File: src/hdl/rtci_params.svh
// Constants for the interrupt and clock-output logic
`ifndef RTCI_PARAMS_SVH
`define RTCI_PARAMS_SVH

// Register offsets
`define RTCI_ADDR_CTL_ONE      4'he
`define RTCI_ADDR_CTL_TWO      4'hf

// Field positions, control_one
`define RTCI_BIT_WEEKLY_EN     7
`define RTCI_BIT_DAILY_EN      6
`define RTCI_BIT_CLKEN_N_B     4
`define RTCI_SEL_MSB           2
`define RTCI_SEL_LSB           0

// Field positions, control_two
`define RTCI_BIT_CLKEN_N_A     3
`define RTCI_BIT_PER_FLAG      2
`define RTCI_BIT_WEEKLY_FLAG   1
`define RTCI_BIT_DAILY_FLAG    0

// Reset values (oscillator-halt defaults)
`define RTCI_RST_CTL_ONE       8'h00
`define RTCI_RST_CTL_TWO       8'h00

// Periodic select codes
`define RTCI_SEL_OFF           3'h0
`define RTCI_SEL_LOW           3'h1
`define RTCI_SEL_2HZ           3'h2
`define RTCI_SEL_1HZ           3'h3
`define RTCI_SEL_SEC           3'h4
`define RTCI_SEL_MIN           3'h5
`define RTCI_SEL_HOUR          3'h6
`define RTCI_SEL_MONTH         3'h7

// Timing
`define RTCI_CLK_HZ            100000000
`define RTCI_OSC_HZ            32768
`define RTCI_ACC_STEP          28'd65536
`define RTCI_ACC_MOD           28'd100000000
`define RTCI_SUB_LEN           16'h8000
`define RTCI_FALL_LEAD_US      92
`define RTCI_FALL_LEAD_TICKS   ((`RTCI_FALL_LEAD_US * `RTCI_OSC_HZ) / 1000000)
`define RTCI_ADJ_PERIOD_S      20
`define RTCI_ADJ_MAX_US        3784
`define RTCI_ADJ_MAX_TICKS     ((`RTCI_ADJ_MAX_US * `RTCI_OSC_HZ) / 1000000)

`endif

File: src/hdl/rtci_pkg.sv
// Types for the interrupt and clock-output logic
`default_nettype none
package rtci_pkg;

    typedef logic [2:0] rtci_sel_type;

    typedef struct packed {
        logic         weekly_en;
        logic         daily_en;
        logic         clken_n_b;
        rtci_sel_type sel;
    } rtci_ctl_one_type;

    typedef struct packed {
        logic [6:0] dow_mask;
        logic [7:0] hour;
        logic [7:0] minute;
    } rtci_alarm_set_type;

    typedef struct packed {
        logic [2:0] dow;
        logic [7:0] hour;
        logic [7:0] minute;
        logic [7:0] second;
        logic [7:0] mday;
    } rtci_time_type;

    typedef struct packed {
        logic match_prev;
        logic hit;
    } rtci_alarm_state_type;

    typedef struct packed {
        rtci_ctl_one_type ctl;
        logic             clken_n_a;
        logic             weekly_flag;
        logic             daily_flag;
        logic             periodic_flag;
        logic [15:0]      sub;
        logic [27:0]      acc;
        logic             osc_lvl;
        logic             gate;
        logic [4:0]       sec20;
        logic             sec_tick;
        logic             tick_d;
        logic             irq_oe;
        logic             clk_oe;
        logic [7:0]       rdata;
    } rtci_state_type;

endpackage
`default_nettype wire

File: src/hdl/rtci_alarm.sv
// Alarm comparator with edge-only hit
`default_nettype none
module rtci_alarm #(
    parameter bit USE_DOW = 1'b1
) (
    // Clock and reset
    input  wire logic                        clk,
    input  wire logic                        reset,
    // Control
    input  wire logic                        enable,
    // Current time and alarm setting
    input  wire rtci_pkg::rtci_time_type      cur,
    input  wire rtci_pkg::rtci_alarm_set_type al,
    // Result
    output logic                             hit
);

    rtci_pkg::rtci_alarm_state_type s_r;
    rtci_pkg::rtci_alarm_state_type s_nxt;
    logic                           match;

    always_comb begin
        match = (cur.hour == al.hour) && (cur.minute == al.minute);
        if (USE_DOW) begin
            match = match && al.dow_mask[cur.dow];
        end
        s_nxt = s_r;
        s_nxt.match_prev = match;
        // Only entry into a match counts, so a cleared flag stays clear
        s_nxt.hit = enable && match && !s_r.match_prev;
    end

    always_ff @(posedge clk or posedge reset) begin
        if (reset) begin
            s_r <= '0;
        end else begin
            s_r <= s_nxt;
        end
    end

    assign hit = s_r.hit;

    property p_hit_needs_enable;
        @(posedge clk) disable iff (reset)
        hit |-> $past(enable);
    endproperty
    a_hit_needs_enable: assert property (p_hit_needs_enable)
        else $error("alarm hit while comparator disabled");

    property p_hit_single;
        @(posedge clk) disable iff (reset)
        hit |=> !hit [*2];
    endproperty
    a_hit_single: assert property (p_hit_single)
        else $error("alarm hit repeated during one match");

endmodule // rtci_alarm
`default_nettype wire

File: src/hdl/rtci_top.sv
// Alarm, periodic interrupt and gated clock output of the clock chip
`include "rtci_params.svh"
`default_nettype none
module rtci_top #(
    parameter bit GATED = 1'b1
) (
    // Clock and reset
    input  wire logic                        clk,
    input  wire logic                        reset,
    // Register port
    input  wire logic                        reg_wr,
    input  wire logic                        reg_rd,
    input  wire logic [3:0]                  reg_addr,
    input  wire logic [7:0]                  reg_wdata,
    output logic      [7:0]                  reg_rdata,
    // Time counters and alarm settings
    input  wire rtci_pkg::rtci_time_type      cur_time,
    input  wire logic                        sec_write,
    input  wire rtci_pkg::rtci_alarm_set_type weekly_set,
    input  wire rtci_pkg::rtci_alarm_set_type daily_set,
    // Oscillation adjustment, signed oscillator ticks
    input  wire logic                        adj_enable,
    input  wire logic [7:0]                  adj_delta,
    // Seconds increment to the time counters
    output logic                             sec_tick,
    // Open-drain pins
    output logic                             irq_n_pin_out,
    output logic                             irq_n_pin_oe,
    output logic                             osc_clock_out_pin_out,
    output logic                             osc_clock_out_pin_oe
);

    localparam logic [14:0] LEAD    = 15'(`RTCI_FALL_LEAD_TICKS);
    localparam logic [7:0]  ADJ_MAX = 8'(`RTCI_ADJ_MAX_TICKS);
    localparam logic [4:0]  ADJ_END = 5'(`RTCI_ADJ_PERIOD_S - 1);

    rtci_pkg::rtci_state_type s_r;
    rtci_pkg::rtci_state_type s_nxt;

    logic        weekly_hit;
    logic        daily_hit;
    logic        wr_one;
    logic        wr_two;
    logic [28:0] acc_sum;
    logic        osc_tick;
    logic [7:0]  delta;
    logic [15:0] sec_len;
    logic [14:0] phase;
    logic        pulse_low;
    logic        level_ev;
    logic        per_active;
    logic        want_clk;

    // Clamp adjustment to the documented span
    function automatic logic [7:0] clamp_delta(input logic [7:0] d);
        logic [7:0] mag;
        mag = d[7] ? 8'(-d) : d;
        if (mag > ADJ_MAX) begin
            return d[7] ? 8'(-ADJ_MAX) : ADJ_MAX;
        end
        return d;
    endfunction

    rtci_alarm #(
        .USE_DOW (1'b1)
    ) u_weekly (
        .clk     (clk),
        .reset   (reset),
        .enable  (s_r.ctl.weekly_en),
        .cur     (cur_time),
        .al      (weekly_set),
        .hit     (weekly_hit)
    );

    rtci_alarm #(
        .USE_DOW (1'b0)
    ) u_daily (
        .clk     (clk),
        .reset   (reset),
        .enable  (s_r.ctl.daily_en),
        .cur     (cur_time),
        .al      (daily_set),
        .hit     (daily_hit)
    );

    always_comb begin
        s_nxt = s_r;
        wr_one = reg_wr && (reg_addr == `RTCI_ADDR_CTL_ONE);
        wr_two = reg_wr && (reg_addr == `RTCI_ADDR_CTL_TWO);

        // Fractional divider: two half-periods per oscillator cycle
        acc_sum = {1'b0, s_r.acc} + {1'b0, `RTCI_ACC_STEP};
        osc_tick = 1'b0;
        if (acc_sum >= {1'b0, `RTCI_ACC_MOD}) begin
            s_nxt.acc = 28'(acc_sum - {1'b0, `RTCI_ACC_MOD});
            s_nxt.osc_lvl = !s_r.osc_lvl;
            osc_tick = !s_r.osc_lvl;
        end else begin
            s_nxt.acc = acc_sum[27:0];
        end

        // One second in twenty is stretched or shrunk
        delta = (adj_enable && (s_r.sec20 == ADJ_END)) ? clamp_delta(adj_delta) : 8'h00;
        sec_len = `RTCI_SUB_LEN + {{8{delta[7]}}, delta};

        s_nxt.sec_tick = 1'b0;
        // Sixteen bits so a stretched second can pass 32768 ticks
        if (sec_write) begin
            s_nxt.sub = 16'h0000;
            s_nxt.sec20 = 5'h00;
        end else if (osc_tick) begin
            if (s_r.sub >= 16'(sec_len - 16'h0001)) begin
                s_nxt.sub = 16'h0000;
                s_nxt.sec_tick = 1'b1;
                s_nxt.sec20 = (s_r.sec20 == ADJ_END) ? 5'h00 : 5'(s_r.sec20 + 5'h01);
            end else begin
                s_nxt.sub = s_r.sub + 16'h0001;
            end
        end
        s_nxt.tick_d = s_r.sec_tick;

        // Pulse falls a few ticks ahead of the increment
        phase = 15'(s_r.sub + {1'b0, LEAD});
        pulse_low = 1'b0;
        unique case (s_r.ctl.sel)
            `RTCI_SEL_2HZ: pulse_low = !phase[13];
            `RTCI_SEL_1HZ: pulse_low = !phase[14];
            default:       pulse_low = 1'b0;
        endcase

        // Time counters show the new second one cycle after the tick
        level_ev = 1'b0;
        if (s_r.tick_d) begin
            unique case (s_r.ctl.sel)
                `RTCI_SEL_SEC:   level_ev = 1'b1;
                `RTCI_SEL_MIN:   level_ev = (cur_time.second == 8'h00);
                `RTCI_SEL_HOUR:  level_ev = (cur_time.second == 8'h00)
                                         && (cur_time.minute == 8'h00);
                `RTCI_SEL_MONTH: level_ev = (cur_time.second == 8'h00)
                                         && (cur_time.minute == 8'h00)
                                         && (cur_time.hour == 8'h00)
                                         && (cur_time.mday == 8'h01);
                default:         level_ev = 1'b0;
            endcase
        end

        // Register writes
        if (wr_one) begin
            s_nxt.ctl.weekly_en = reg_wdata[`RTCI_BIT_WEEKLY_EN];
            s_nxt.ctl.daily_en  = reg_wdata[`RTCI_BIT_DAILY_EN];
            s_nxt.ctl.clken_n_b = reg_wdata[`RTCI_BIT_CLKEN_N_B];
            s_nxt.ctl.sel       = reg_wdata[`RTCI_SEL_MSB:`RTCI_SEL_LSB];
        end
        if (wr_two) begin
            s_nxt.clken_n_a = reg_wdata[`RTCI_BIT_CLKEN_N_A];
        end

        // Flags: write one ignored, write zero clears, a hit wins
        if (weekly_hit) begin
            s_nxt.weekly_flag = 1'b1;
        end else if (wr_two && !reg_wdata[`RTCI_BIT_WEEKLY_FLAG]) begin
            s_nxt.weekly_flag = 1'b0;
        end
        if (daily_hit) begin
            s_nxt.daily_flag = 1'b1;
        end else if (wr_two && !reg_wdata[`RTCI_BIT_DAILY_FLAG]) begin
            s_nxt.daily_flag = 1'b0;
        end
        if (level_ev) begin
            s_nxt.periodic_flag = 1'b1;
        end else if (!s_r.ctl.sel[2]) begin
            s_nxt.periodic_flag = 1'b0;
        end else if (wr_two && !reg_wdata[`RTCI_BIT_PER_FLAG]) begin
            s_nxt.periodic_flag = 1'b0;
        end

        unique case (s_r.ctl.sel)
            `RTCI_SEL_OFF: per_active = 1'b0;
            `RTCI_SEL_LOW: per_active = 1'b1;
            `RTCI_SEL_2HZ,
            `RTCI_SEL_1HZ: per_active = pulse_low;
            default:       per_active = s_r.periodic_flag;
        endcase

        // Wired-OR of all active-low sources
        s_nxt.irq_oe = s_r.weekly_flag || s_r.daily_flag || per_active;

        // Gate moves only as the clock goes high, so no runt pulse leaves
        want_clk = GATED ? (!s_r.clken_n_a || !s_r.ctl.clken_n_b) : 1'b1;
        if (osc_tick) begin
            s_nxt.gate = want_clk;
        end
        s_nxt.clk_oe = s_nxt.gate && !s_nxt.osc_lvl;

        // Read data, pulse-mode flag shows the output level
        if (reg_rd) begin
            if (reg_addr == `RTCI_ADDR_CTL_ONE) begin
                s_nxt.rdata = {s_r.ctl.weekly_en, s_r.ctl.daily_en, 1'b0,
                               s_r.ctl.clken_n_b, 1'b0, s_r.ctl.sel};
            end else if (reg_addr == `RTCI_ADDR_CTL_TWO) begin
                s_nxt.rdata = {4'h0, s_r.clken_n_a,
                               s_r.ctl.sel[2] ? s_r.periodic_flag : pulse_low,
                               s_r.weekly_flag, s_r.daily_flag};
            end else begin
                s_nxt.rdata = 8'h00;
            end
        end
    end

    always_ff @(posedge clk or posedge reset) begin
        if (reset) begin
            s_r <= '0;
        end else begin
            s_r <= s_nxt;
        end
    end

    assign reg_rdata             = s_r.rdata;
    assign sec_tick              = s_r.sec_tick;
    assign irq_n_pin_out         = 1'b0;
    assign irq_n_pin_oe          = s_r.irq_oe;
    assign osc_clock_out_pin_out = 1'b0;
    assign osc_clock_out_pin_oe  = s_r.clk_oe;

    property p_flag_clear;
        @(posedge clk) disable iff (reset)
        (reg_wr && reg_addr == `RTCI_ADDR_CTL_TWO && !reg_wdata[1] && !weekly_hit)
            |=> !s_r.weekly_flag;
    endproperty
    a_flag_clear: assert property (p_flag_clear)
        else $error("weekly flag not cleared by write of zero");

    property p_flag_keep;
        @(posedge clk) disable iff (reset)
        (reg_wr && reg_addr == `RTCI_ADDR_CTL_TWO && reg_wdata[0] && s_r.daily_flag)
            |=> s_r.daily_flag;
    endproperty
    a_flag_keep: assert property (p_flag_keep)
        else $error("daily flag changed by write of one");

    property p_enable_kept;
        @(posedge clk) disable iff (reset)
        (reg_wr && reg_addr == `RTCI_ADDR_CTL_TWO)
            |=> $stable(s_r.ctl.weekly_en) && $stable(s_r.ctl.daily_en);
    endproperty
    a_enable_kept: assert property (p_enable_kept)
        else $error("alarm enable changed by flag write");

    property p_alarm_to_pin;
        @(posedge clk) disable iff (reset)
        $rose(s_r.weekly_flag) |=> irq_n_pin_oe;
    endproperty
    a_alarm_to_pin: assert property (p_alarm_to_pin)
        else $error("interrupt pin not driven for alarm flag");

    property p_fixed_low;
        @(posedge clk) disable iff (reset)
        (s_r.ctl.sel == `RTCI_SEL_LOW) [*2] |-> irq_n_pin_oe;
    endproperty
    a_fixed_low: assert property (p_fixed_low)
        else $error("select one did not hold interrupt low");

    property p_off;
        @(posedge clk) disable iff (reset)
        (s_r.ctl.sel == `RTCI_SEL_OFF && !s_r.weekly_flag && !s_r.daily_flag)
            |=> !irq_n_pin_oe;
    endproperty
    a_off: assert property (p_off)
        else $error("interrupt driven with all sources off");

    property p_sec_level;
        @(posedge clk) disable iff (reset)
        (s_r.tick_d && s_r.ctl.sel == `RTCI_SEL_SEC) |=> s_r.periodic_flag ##1 irq_n_pin_oe;
    endproperty
    a_sec_level: assert property (p_sec_level)
        else $error("per-second level interrupt missing");

    property p_secw_low;
        @(posedge clk) disable iff (reset)
        (sec_write && s_r.ctl.sel == `RTCI_SEL_1HZ && !reg_wr) |=> ##1 irq_n_pin_oe;
    endproperty
    a_secw_low: assert property (p_secw_low)
        else $error("seconds write did not drive pulse output low");

    property p_gate_edge;
        @(posedge clk) disable iff (reset)
        $changed(s_r.gate) |-> s_r.osc_lvl && !osc_clock_out_pin_oe;
    endproperty
    a_gate_edge: assert property (p_gate_edge)
        else $error("clock gate changed while output low");

    property p_daily_clear;
        @(posedge clk) disable iff (reset)
        (wr_two && !reg_wdata[`RTCI_BIT_DAILY_FLAG] && !daily_hit)
            |=> !s_r.daily_flag;
    endproperty
    a_daily_clear: assert property (p_daily_clear)
        else $error("daily flag not cleared by write of zero");

    property p_per_clear;
        @(posedge clk) disable iff (reset)
        (wr_two && !reg_wdata[`RTCI_BIT_PER_FLAG] && !level_ev)
            |=> !s_r.periodic_flag;
    endproperty
    a_per_clear: assert property (p_per_clear)
        else $error("periodic flag not cleared by write of zero");

    property p_hit_to_flag;
        @(posedge clk) disable iff (reset)
        daily_hit |=> s_r.daily_flag;
    endproperty
    a_hit_to_flag: assert property (p_hit_to_flag)
        else $error("daily alarm hit not recorded in flag");

    property p_clk_off;
        @(posedge clk) disable iff (reset)
        (GATED && s_r.clken_n_a && s_r.ctl.clken_n_b && !s_r.gate)
            |=> !osc_clock_out_pin_oe;
    endproperty
    a_clk_off: assert property (p_clk_off)
        else $error("clock output driven with both enables off");

    property p_wired;
        @(posedge clk) disable iff (reset)
        s_r.daily_flag |=> irq_n_pin_oe;
    endproperty
    a_wired: assert property (p_wired)
        else $error("interrupt pin not driven for daily flag");

endmodule // rtci_top
`default_nettype wire

File: config.mk
export PLATFORM = sky130hd
export DESIGN_NAME = rtci_top
export DESIGN_NICKNAME = d
export VERILOG_FILES = /design/src/hdl/rtci_pkg.sv /design/src/hdl/rtci_alarm.sv /design/src/hdl/rtci_top.sv
export VERILOG_INCLUDE_DIRS = /design/src /design/src/hdl
export SDC_FILE = /design/constraint.sdc
export NUM_CORES = 1
export LEC_CHECK = 0
export ABC_AREA = 1
export BUFFER_PORTS_ARGS = -buffer_cell sky130_fd_sc_hd__buf_2
export CAP_MARGIN = 40
export CORE_MARGIN = 8
export CORE_UTILIZATION = 55
export DETAILED_ROUTE_END_ITERATION = 16
export PLACE_DENSITY = 0.85
export SETUP_SLACK_MARGIN = 0.3
export SLEW_MARGIN = 5
export SYNTH_ARGS = -nofsm -noshare
export SYNTH_HDL_FRONTEND = slang
export SYNTH_SLANG_ARGS = --single-unit
File: constraint.sdc
create_clock -name clk -period 6.95 [get_ports clk]
set_input_delay 1.39 -clock clk [delete_from_list [all_inputs] [get_ports clk]]
set_output_delay 1.39 -clock clk [all_outputs]
set_load 0.1 [all_outputs]
* Yosys cells after proc, flatten, opt, wreduce, memory -nomap -nowiden
Index checks and enable logic that the tools add are counted.
** Storage, ports and cells
- Logic and storage cells :: 125
- Register bits :: 77
- Output and inout port bits :: 13
- Bits of input ports :: 107
** Operators by class
- Reductions and logical operators :: 41
- Equal/unequal tests :: 16
- Muxes and demuxes :: 34
- Add/subtract/negate cells :: 8
- Order comparisons :: 4
** Operator list (count)
- $mux W16 :: 3
- $mux W8 :: 6
- $eq A8 B8 Y1 :: 4
- $add A28 B17 Y29 const B :: 1
- $ge A29 B27 Y1 const B :: 1
- $mux W28 :: 1
- $sub A28 B27 Y28 const B :: 1
- $logic_not A8 Y1 :: 3
- $logic_and A1 B1 Y1 :: 17
- $add A16 B1 Y16 const B :: 1
- $add A16 B16 Y16 const A :: 1
- $ge A16 B16 Y1 :: 1
- $sub A16 B1 Y16 const B :: 1
- $add A15 B2 Y15 const B :: 1
- $mux W1 :: 15
- $eq A3 B3 Y1 const B :: 4
- $mux W6 :: 2
- $logic_not A1 Y1 :: 11
- $mux W5 :: 2
- $eq A4 B4 Y1 const B :: 2
- $eq A8 B1 Y1 const B :: 1
- $gt A8 B7 Y1 const B :: 1
- $neg A8 Y8 :: 1
- $reduce_bool A2 Y1 :: 4
- other kinds (15) :: 18

* Logic depth before layout (Yosys ltp)
Gate-level depths: netlist (run 1).
- Depth after elaboration :: 12
- Gate-level depth with buffers :: 26
- Mapped depth without buffers :: 26

* Hierarchy
A second synthesis (run 1) with hierarchy kept.
** Second synthesis, totals
- Cell total of the unflattened synthesis :: 838
- Area, all modules :: 5561.6 um2
** Modules (own cells, without submodules)
- rtci_top :: times used 1, seq. area each 1601.5 um2, area an instance 4750.8 um2, cells each 667
- rtci_alarm at u_daily :: times used 1, seq. area each 50.0 um2, area an instance 409.1 um2, cells each 97
- rtci_alarm at u_weekly :: times used 1, seq. area each 50.0 um2, area an instance 401.6 um2, cells each 74

* Least setup slack after synthesis (run 1)
No wires, ideal clock.
- Path kind :: input to register
- Start point :: in adj_delta[0]
- End point :: reg s_r[16] in the netlist's numbering
- Data required time :: 6823 ps
- Path slack :: 2902 ps
- Library setup time :: 127 ps
- Stages :: 21
- Arrival :: 3922 ps
- Path buffers :: 0
- Path through :: inv_1 > ha_1 > o21ai_0 > nand2_1 > nand2_1 > nand3_1 > nand3_1 > ha_1 > nand2_1 > nor2_1 > nand3_1 > nand2_1 > inv_1 > ha_1 > nand4_1 > nor3_1 > nand3_1 > nand3_1 > nand2_1 > nand2_1 > o21ai_0
** On the way
- Longest elaborated chain between the ends :: 11
** RTL lines
- from (decl) :: RTL line rtci_top.sv:23 : input wire logic [7:0] adj_delta,
- $neg A8 Y8 :: RTL line rtci_top.sv:57 : mag = d[7] ? 8'(-d) : d;
- $mux W8 :: RTL line rtci_top.sv:57
- $gt A8 B7 Y1 :: RTL line rtci_top.sv:58 : if (mag > ADJ_MAX) begin
- $mux W1 :: RTL line rtci_top.sv:58
- $mux W8 * :: RTL line rtci_top.sv:61 : return d;
- $mux W8 * :: RTL line rtci_top.sv:103 : delta = (adj_enable && (s_r.sec20 == ADJ_END)) ? clamp_delta(adj_delta) : 8'h00;
- $add A16 B16 Y16 (no source line) *
- $sub A16 B1 Y16 * :: RTL line rtci_top.sv:112 : if (s_r.sub >= 16'(sec_len - 16'h0001)) begin
- $ge A16 B16 Y1 * :: RTL line rtci_top.sv:112
- $reduce_bool A2 Y1 (no source line) *
- $reduce_and A2 Y1 (no source line) *
- to (signal assigned) :: RTL line rtci_top.sv:214 : s_r <= s_nxt;
- to (decl) :: RTL line rtci_top.sv:37 : rtci_pkg::rtci_state_type s_r;
Mark *: on every way between the ends. The rest lies on a longest branch, timed or not.
A chain may end at the register's enable or synchronous reset.

* Worst setup path in the final report (run 1)
Ends and elaborated chain as after synthesis.

==> key figures, run 1 <==
Layout
  – Area Overhead vs Synth: 14.97%
  – Nets: 972
  – Final instance area: 5967 um^2
  – Fraction of layout instances using a drive strength above 1: roughly a fifth
  – Inserted Diodes: 0

Detailed routing
  – Detailed Routing Iterations Pass 1: 4
  – Top Metal Used: met4
  – Routed WL: approximately 12,000 um
  – Initial drt markers: between 200 and 300
  – Met1 WL: 5202 um
  – Vias per cell: 5.206
  – Post-DR wirelength/cell: 12.78 um
  – Met3 Wirelength: 726 um
  – Antenna viol nets, final: 0
  – # DRC: 0
  – Met2 WL: 6099 um
  – Via count: 4,967

Timing
  – RSZ-0062 raised after global routing: no
  – Max Clock Freq: 229.8 MHz
  – Minimum clock period after layout: 4.352 ns
  – Measured slew at the worst slew-check pin: 0.8239 ns
  – Relative slew slack: between 40 and 50%
  – Fin. Hold Viols: 0
  – Final Skew: 0.009097 ns
  – Post-route clock period utilization: 62.61%
  – Final setup fails: 0
  – Setup TNS: 0 ns
  – Slew Limit Fails: 0
  – Hold slack: 0.4312 ns

Power
  – Pwr Density: around 150 nW/um^2
  – Worst VDD drop: 77.20 uV
  – Leak: approximately 3.2 nW

Critical path
  – Critical path startpoint category: input pin
  – Crit-path max FO: 7
  – Crit Path Category: input pin to flop
  – Worst Path Arrival: ~4.6 ns
  – Setup crit end kind: flop
  – Worst Path Required: a little over 7 ns

Yosys
  – Synth Instances: 731
  – FF+latch count, synth: 68
  – YS warnings: 0
  – Syn avg cell area: 7.100 um^2
  – Post-synth EDFFs: 0
  – Synth async-reset ratio: 100.0%
  – Area of the mapped netlist: 5190 um^2
  – Synth unique cells: 39
  – Sequential area share after synthesis: about a third
  – Synth Flop Type: dfrtp_1

CTS
  – Maximum buffer depth of the clock tree: 2
  – TritonCTS Buffers: 9
  – Insertion delay to the later sink of the worst-skew pair: 0.35 ns
  – # hold bufs at CTS: 0
  – PostCTS Resize Cnt: 0
  – Sinks on Clock Net: 68
  – CTS H-Tree Depth: 3
  – Root Buffer: clkbuf_8
  – Post-CTS Setup Inserts: 0
  – Clock transition at the registers of the reported paths: 0.08 ns
  – CTS tree: built

Global routing
  – Grt ovf: 0
  – Antenna violations before repair: 0
  – First-pass GRT wire length: slightly above 20,000 um
  – Vias in the first global route: 4,861
  – Largest net degree at the start of global routing: between 60 and 70
  – Total GRT Usage: 19.47%

Hold path
  – HP Class: flop to flop

Floorplan
  – Starting density of the core: 56.44%
  – Core area: 9196 um^2
  – I/O Pins: 120
  – DIE AREA: between 10,000 and 15,000 um^2
  – Count of standard-cell rows: 35
  – Die W: ~110 um
  – Die height: about 110 um

Place
  – IO Port Bufs: 108
  – RePlAce Congestion: 0.8812
  – Total cell area at the placement stage: 5768 um^2
  – Dpl hpwl: roughly 10000 um

Outcome
  – Status: finished clean

Job
  – Max-Cap Viols: 0
==> path summary, 6_finish.rpt <==
| kind | startpoint | endpoint | slack [ns] | cells after the start |
|---|---|---|---|---|
| hold reg to reg | u_daily.s_r[1] | u_daily.hit | 0.43 | 1 |
| min in group asynchronous | reset | s_r[42] | 1.28 | 3 |
| setup reg to reg | s_r[35] | s_r[60] | 3.19 | 18 |
| max in group asynchronous | reset | s_r[62] | 5.14 | 3 |
| setup / recovery | adj_delta[0] | s_r[16] | 2.60 | 23 |
| hold / removal | u_daily.s_r[1] | u_daily.hit | 0.43 | 1 |
==> cell usage in the layout, fill, tap and decap left out, types with 2 or more instances in the layout <==
cell	n
o311ai_0	3
o21ai_0	25
inv_2	5
nor2_4	3
nor3_1	14
nand4_1	15
or2_2	10
a21boi_0	3
xor2_1	25
nand3b_1	7
a221oi_1	3
dfrtp_1	68
conb_1	3
nand3_1	61
nand2_1	195
o21a_1	2
a21oi_1	26
o21bai_1	3
clkbuf_8	9
o21ai_1	3
ha_1	27
clkinv_4	3
nand2_2	8
buf_2	108
xnor2_1	21
nor4_1	8
inv_1	84
nor2_2	4
nor2_1	74
o22ai_1	7
clkinv_2	2
mux2_2	3
==> report_power, final <==
part | switching (W) | internal (W) | total [W]
clock network | 0.000160 | 0.000167 | 0.000327
logic | 0.0000929 | 0.0000506 | 0.000144
registers | 0.0000116 | 0.000411 | 0.000422
total | 0.000264 | 0.000629 | 0.000893
==> sequential cells by signal (all words and copies together), names as in the netlist <==
register and count:
irq_n_pin_oe 1, u_weekly.s_r 1, s_r 54, u_daily.s_r 1, reg_rdata 7, u_weekly.hit 1
u_daily.hit 1, sec_tick 1, osc_clock_out_pin_oe 1
==> Yosys cell counts, types with 2 or more instances <==
cell type  number  share of area, %
nand2_1       195                14
inv_1          85               6.1
nor2_1         74               5.4
dfrtp_1        68                33
nand3_1        61               5.9
ha_1           27               6.5
a21oi_1        26               2.5
o21ai_0        25               2.4
xor2_1         25               4.2
xnor2_1        21               3.5
nand4_1        15               1.8
nor3_1         14               1.4
buf_4          10               1.4
or2_2          10               1.2
nand2_2         8              0.96
nor4_1          8              0.96
nand3b_1        7               1.0
o22ai_1         7              0.84
inv_2           4              0.29
nor2_2          4              0.48
a21boi_0        3              0.43
a221oi_1        3              0.51
buf_6           3              0.65
mux2_2          3              0.65
nor2_4          3              0.65
o21ai_1         3              0.29
o21bai_1        3              0.43
o311ai_0        3              0.51
clkbuf_1        2              0.14
o21a_1          2              0.29
==> worst max-delay path, stage by stage <==
cell,delay [ns]
buf_2,0.09
inv_1,0.09
ha_1,0.19
inv_1,0.05
o22ai_1,0.13
nand2_1,0.09
nand2_1,0.12
nand2_1,0.06
nand2_1,0.11
ha_1,0.21
nand2_1,0.06
nor2_1,0.16
nand3_1,0.12
nand2_1,0.16
inv_1,0.06
ha_1,0.29
nand4_1,0.11
nor3_1,0.23
nand3_1,0.13
nand3_1,0.18
nand2_1,0.15
nand2_1,0.26
o21ai_0,0.11
==> metrics by stage <==
step | power, W | util (%) | worst slack [ns] | cells
2_1_floorplan | 0.0005230 | - | 2.902 | 733
3_3_place_gp | 0.0005720 | 62.72 | 2.328 | 938
3_5_place_dp | 0.0005750 | 62.72 | 2.272 | 938
4_1_cts | 0.0009013 | 64.88 | 2.614 | 954
5_1_grt | 0.0009332 | 64.88 | 2.204 | 954
6_report | 0.0008928 | 64.88 | 2.599 | 954
==> cell type report <==
class | count | area (um^2)
fill | 829 | 3229
clock buffer | 9 | 123.9
tap | 111 | 138.9
inverter | 90 | 340.3
timing repair buffer | 109 | 548.0
multi-input combinational | 560 | 3039
clock inverter | 7 | 75.07
sequential | 68 | 1702
==> cells by family after synthesis <==
logic type,synth area share (%)
mux,0.6509
compound gates,8.679
xor+xnor,8.076
flops,32.79
fa+ha+maj,6.509
simple gates,34.43
other cells,0.07225
buf+inv,8.799
==> routing by layer <==
metal	track usage (%)	vias to the layer above
met1	21.56	2242
met4	6.217	0
met2	35.24	134
li1	-	2577
met5	0	-
met3	5.325	14
Note: power is estimated with default switching activity, not from simulation.
==> run 2: changes to the inputs <==
==> constraint.sdc (replaced) <==
create_clock -name clk -period 4.2 [get_ports clk]
set_input_delay 0.84 -clock clk [delete_from_list [all_inputs] [get_ports clk]]
set_output_delay 0.84 -clock clk [all_outputs]
set_load 0.1 [all_outputs]
==> run 2 against run 1 <==
Net effect:
- cell area grew 1.5%
- total power grew 75%
- combinational power grew 68%
- cell count grew 0.31%
- via count grew 1.6%
- critical endpoint unchanged
==> key figures, run 2 (synthesis gave the netlist of run 1 again) <==
Critical path
  – Crit-path max FO: 7 (unchanged)
  – Slowest cell on crit path: ha_1
  – Critical path startpoint category: input pin
  – Slowest stage delay, CP: 0.28 ns (about the same)
  – Worst Path Arrival: 3.74 ns (-0.83 ns)
  – R2R Path Start: s_r[35]
  – Crit path top cell by count: nand2_1
  – R2R depth: 18 (unchanged)
  – Setup crit end kind: flop
  – Reg-to-reg slack, setup: 0.82 ns (-2.37 ns)
  – Top delay family on crit path: simple AND/OR/NAND/NOR gates
  – Crit path cell chain: buf_2, inv_1, ha_1, inv_1, o22ai_1, nand2_1, nand2_1, nand2_1, nand2_1, ha_1, nand2_1, nor2_1, nand3_1, nand2_2, inv_1, ha_1, nand4_1, inv_1, a21oi_1, nand3_2, nand2_2, nand2_4, o21ai_0
  – Buf+Inv Stages, Crit Path: 5 (+1)
  – Crit Path Category: input pin to flop
  – Reg2reg end: s_r[60]
  – Worst Path Required: 4.46 ns (-2.71 ns)

CTS
  – Maximum buffer depth of the clock tree: 2 (unchanged)
  – CTS tree: built
  – # hold bufs at CTS: 0 (unchanged)
  – Insertion delay to the later sink of the worst-skew pair: 0.35 ns (about the same)
  – TritonCTS Buffers: 9 (unchanged)
  – Post-CTS Setup Inserts: 0 (unchanged)
  – Clock transition at the registers of the reported paths: 0.08 ns (about the same)
  – Root Buffer: clkbuf_8
  – Sinks on Clock Net: 68 (unchanged)
  – CTS H-Tree Depth: 3 (unchanged)

Timing
  – Fin. Hold Viols: 0 (unchanged)
  – Minimum clock period after layout: 3.478 ns
  – Final worst slack: 0.7224 ns (-1.876 ns)
  – Final setup fails: 0 (unchanged)
  – Max Clock Freq: 287.6 MHz
  – Slew Limit Fails: 0 (unchanged)
  – Post-route clock period utilization: around 83%
  – Final Skew: 0.01173 ns (+0.002631 ns)
  – RSZ-0062 raised after global routing: no
  – Relative slew slack: 51.36% (+6.3 points)
  – Setup TNS: 0 ns (unchanged)
  – Measured slew at the worst slew-check pin: 0.7240 ns (-0.09987 ns)

Hold path
  – Hold Path Depth: 1 (unchanged)
  – Hold path endpoint: u_daily.hit
  – Hold Path Origin: u_daily.s_r[1]
  – HP Class: flop to flop

Place
  – IO Port Bufs: 108 (unchanged)
  – Worst slack at placement: 0.09885 ns (-2.173 ns)
  – RePlAce Congestion: 0.8573 (-2.7%)
  – Dpl hpwl: 10,260 um (+2.9%)

Layout
  – Most frequent cells in the layout: 192 x nand2_1, 108 x buf_2, 83 x inv_1, 74 x nor2_1, 68 x dfrtp_1
  – Fraction of layout instances using a drive strength above 1: 20.33% (+1.0 points)
  – Inserted Diodes: 0 (unchanged)
  – Nets: 975 (+0.31%)
  – Max reg flops: 54 (unchanged)
  – Fillers: 791 (-4.6%)
  – Biggest register: s_r
  – Commonest non-fill, non-tap cell in the layout: nand2_1
  – Area Overhead vs Synth: 16.71%

Detailed routing
  – Detailed Routing Iterations Pass 1: 5 (+1)
  – # DRC: 0 (unchanged)
  – Post-DR wirelength/cell: 13.23 um (+3.5%)
  – Via count: 5,048 (+1.6%)
  – Vias per cell: 5.275 (+1.3%)
  – Routed WL: 12,660 um (+3.8%)
  – Antenna viol nets, final: 0 (unchanged)
  – Initial drt markers: 253 (-13%)

Floorplan
  – Starting density of the core: 56.44% (unchanged)
  – I/O Pins: 120 (unchanged)
  – Core area: 9196 um^2 (unchanged)
  – Die height: 113.1 um (unchanged)
  – Count of standard-cell rows: 35 (unchanged)
  – Die W: 113.1 um (unchanged)
  – DIE AREA: 12,800 um^2 (unchanged)

Global routing
  – Grt ovf: 0 (unchanged)
  – Vias in the first global route: 4,978 (+2.4%)
  – First-pass GRT wire length: 21,180 um (+3.4%)
  – Largest net degree at the start of global routing: 28 (-59%)
  – Antenna violations before repair: 0 (unchanged)
  – Total GRT Usage: 20.10% (+0.63 points)

Power
  – Pwr Density: 258.6 nW/um^2 (+73%)
  – Leak: 3.210 nW (+1.1%)
  – Worst VDD drop: 177.7 uV (+130%)

Outcome
  – Status: finished clean

Job
  – Max-Cap Viols: 0 (unchanged)
run 2: cell count changes in the layout (fill, tap and decap cells not counted), sizes merged:
cell / change
clkinvlp: +1
bufinv: +1
buf: +3
inv: +2
clkinv: -4
run 2: power breakdown:
part | total [W] | internal, W | switching, W
Clock | 0.000625 | 0.000345 | 0.000279
Sequential | 0.000699 | 0.000679 | 0.0000199
Combinational | 0.000242 | 0.0000860 | 0.000156
Total | 0.00157 | 0.00111 | 0.000456
run 2: worst max-delay path by stage:
stage | endpoint | from | slack [ns] | cells past startpoint
finish | s_r[16] | adj_delta[1] | 0.72 | 23
global route | s_r[16] | adj_delta[1] | 0.31 | 24
CTS | s_r[16] | adj_delta[1] | 0.42 | 23
detailed placement | s_r[16] | adj_delta[1] | 0.1 | 23
global placement | s_r[16] | adj_delta[0] | 0.21 | 22
floorplan | s_r[16] | adj_delta[0] | 0.70 | 21
run 2: stage by stage:
stage | hold WS (ns) | instance area, um^2 | utilization, % | std cells | power [W]
2_1_floorplan | 0.3835 | 5197 | - | 733 | 0.0008655
3_3_place_gp | 0.3873 | 5783 | 62.88 | 940 | 0.0009469
3_5_place_dp | 0.4074 | 5803 | 63.10 | 941 | 0.0009544
4_1_cts | 0.4180 | 6035 | 65.62 | 957 | 0.001580
5_1_grt | 0.4329 | 6057 | 65.86 | 957 | 0.001630
6_report | 0.4154 | 6057 | 65.86 | 957 | 0.001566
run 2: layout make-up:
| type | count | area (um^2) | area share [%] |
|---|---|---|---|
| clock buffers | 9 | 123.9 | 2.045 |
| clock inverters | 7 | 107.6 | 1.776 |
| inverters | 90 | 340.3 | 5.619 |
| multi-input cells | 560 | 3062 | 50.55 |
| flip-flops and latches | 68 | 1702 | 28.09 |
| well taps | 111 | 138.9 | 2.293 |
| repair buffers | 112 | 583.1 | 9.626 |
run 2: what timing repair did:
action / in CTS / in global routing
gates resized for setup: 0 / 7
endpoints found under the hold margin: 0 / 0
setup endpoints to repair: 0 / 14
run 2: layer usage:
layer | routed length, um | global-route usage, % | up-vias
met5 | 0 | 0 | -
met4 | 318 | 7.993 | 0
met3 | 789 | 4.899 | 27
met2 | 6236 | 35.99 | 157
met1 | 5312 | 22.38 | 2274
li1 | - | - | 2590
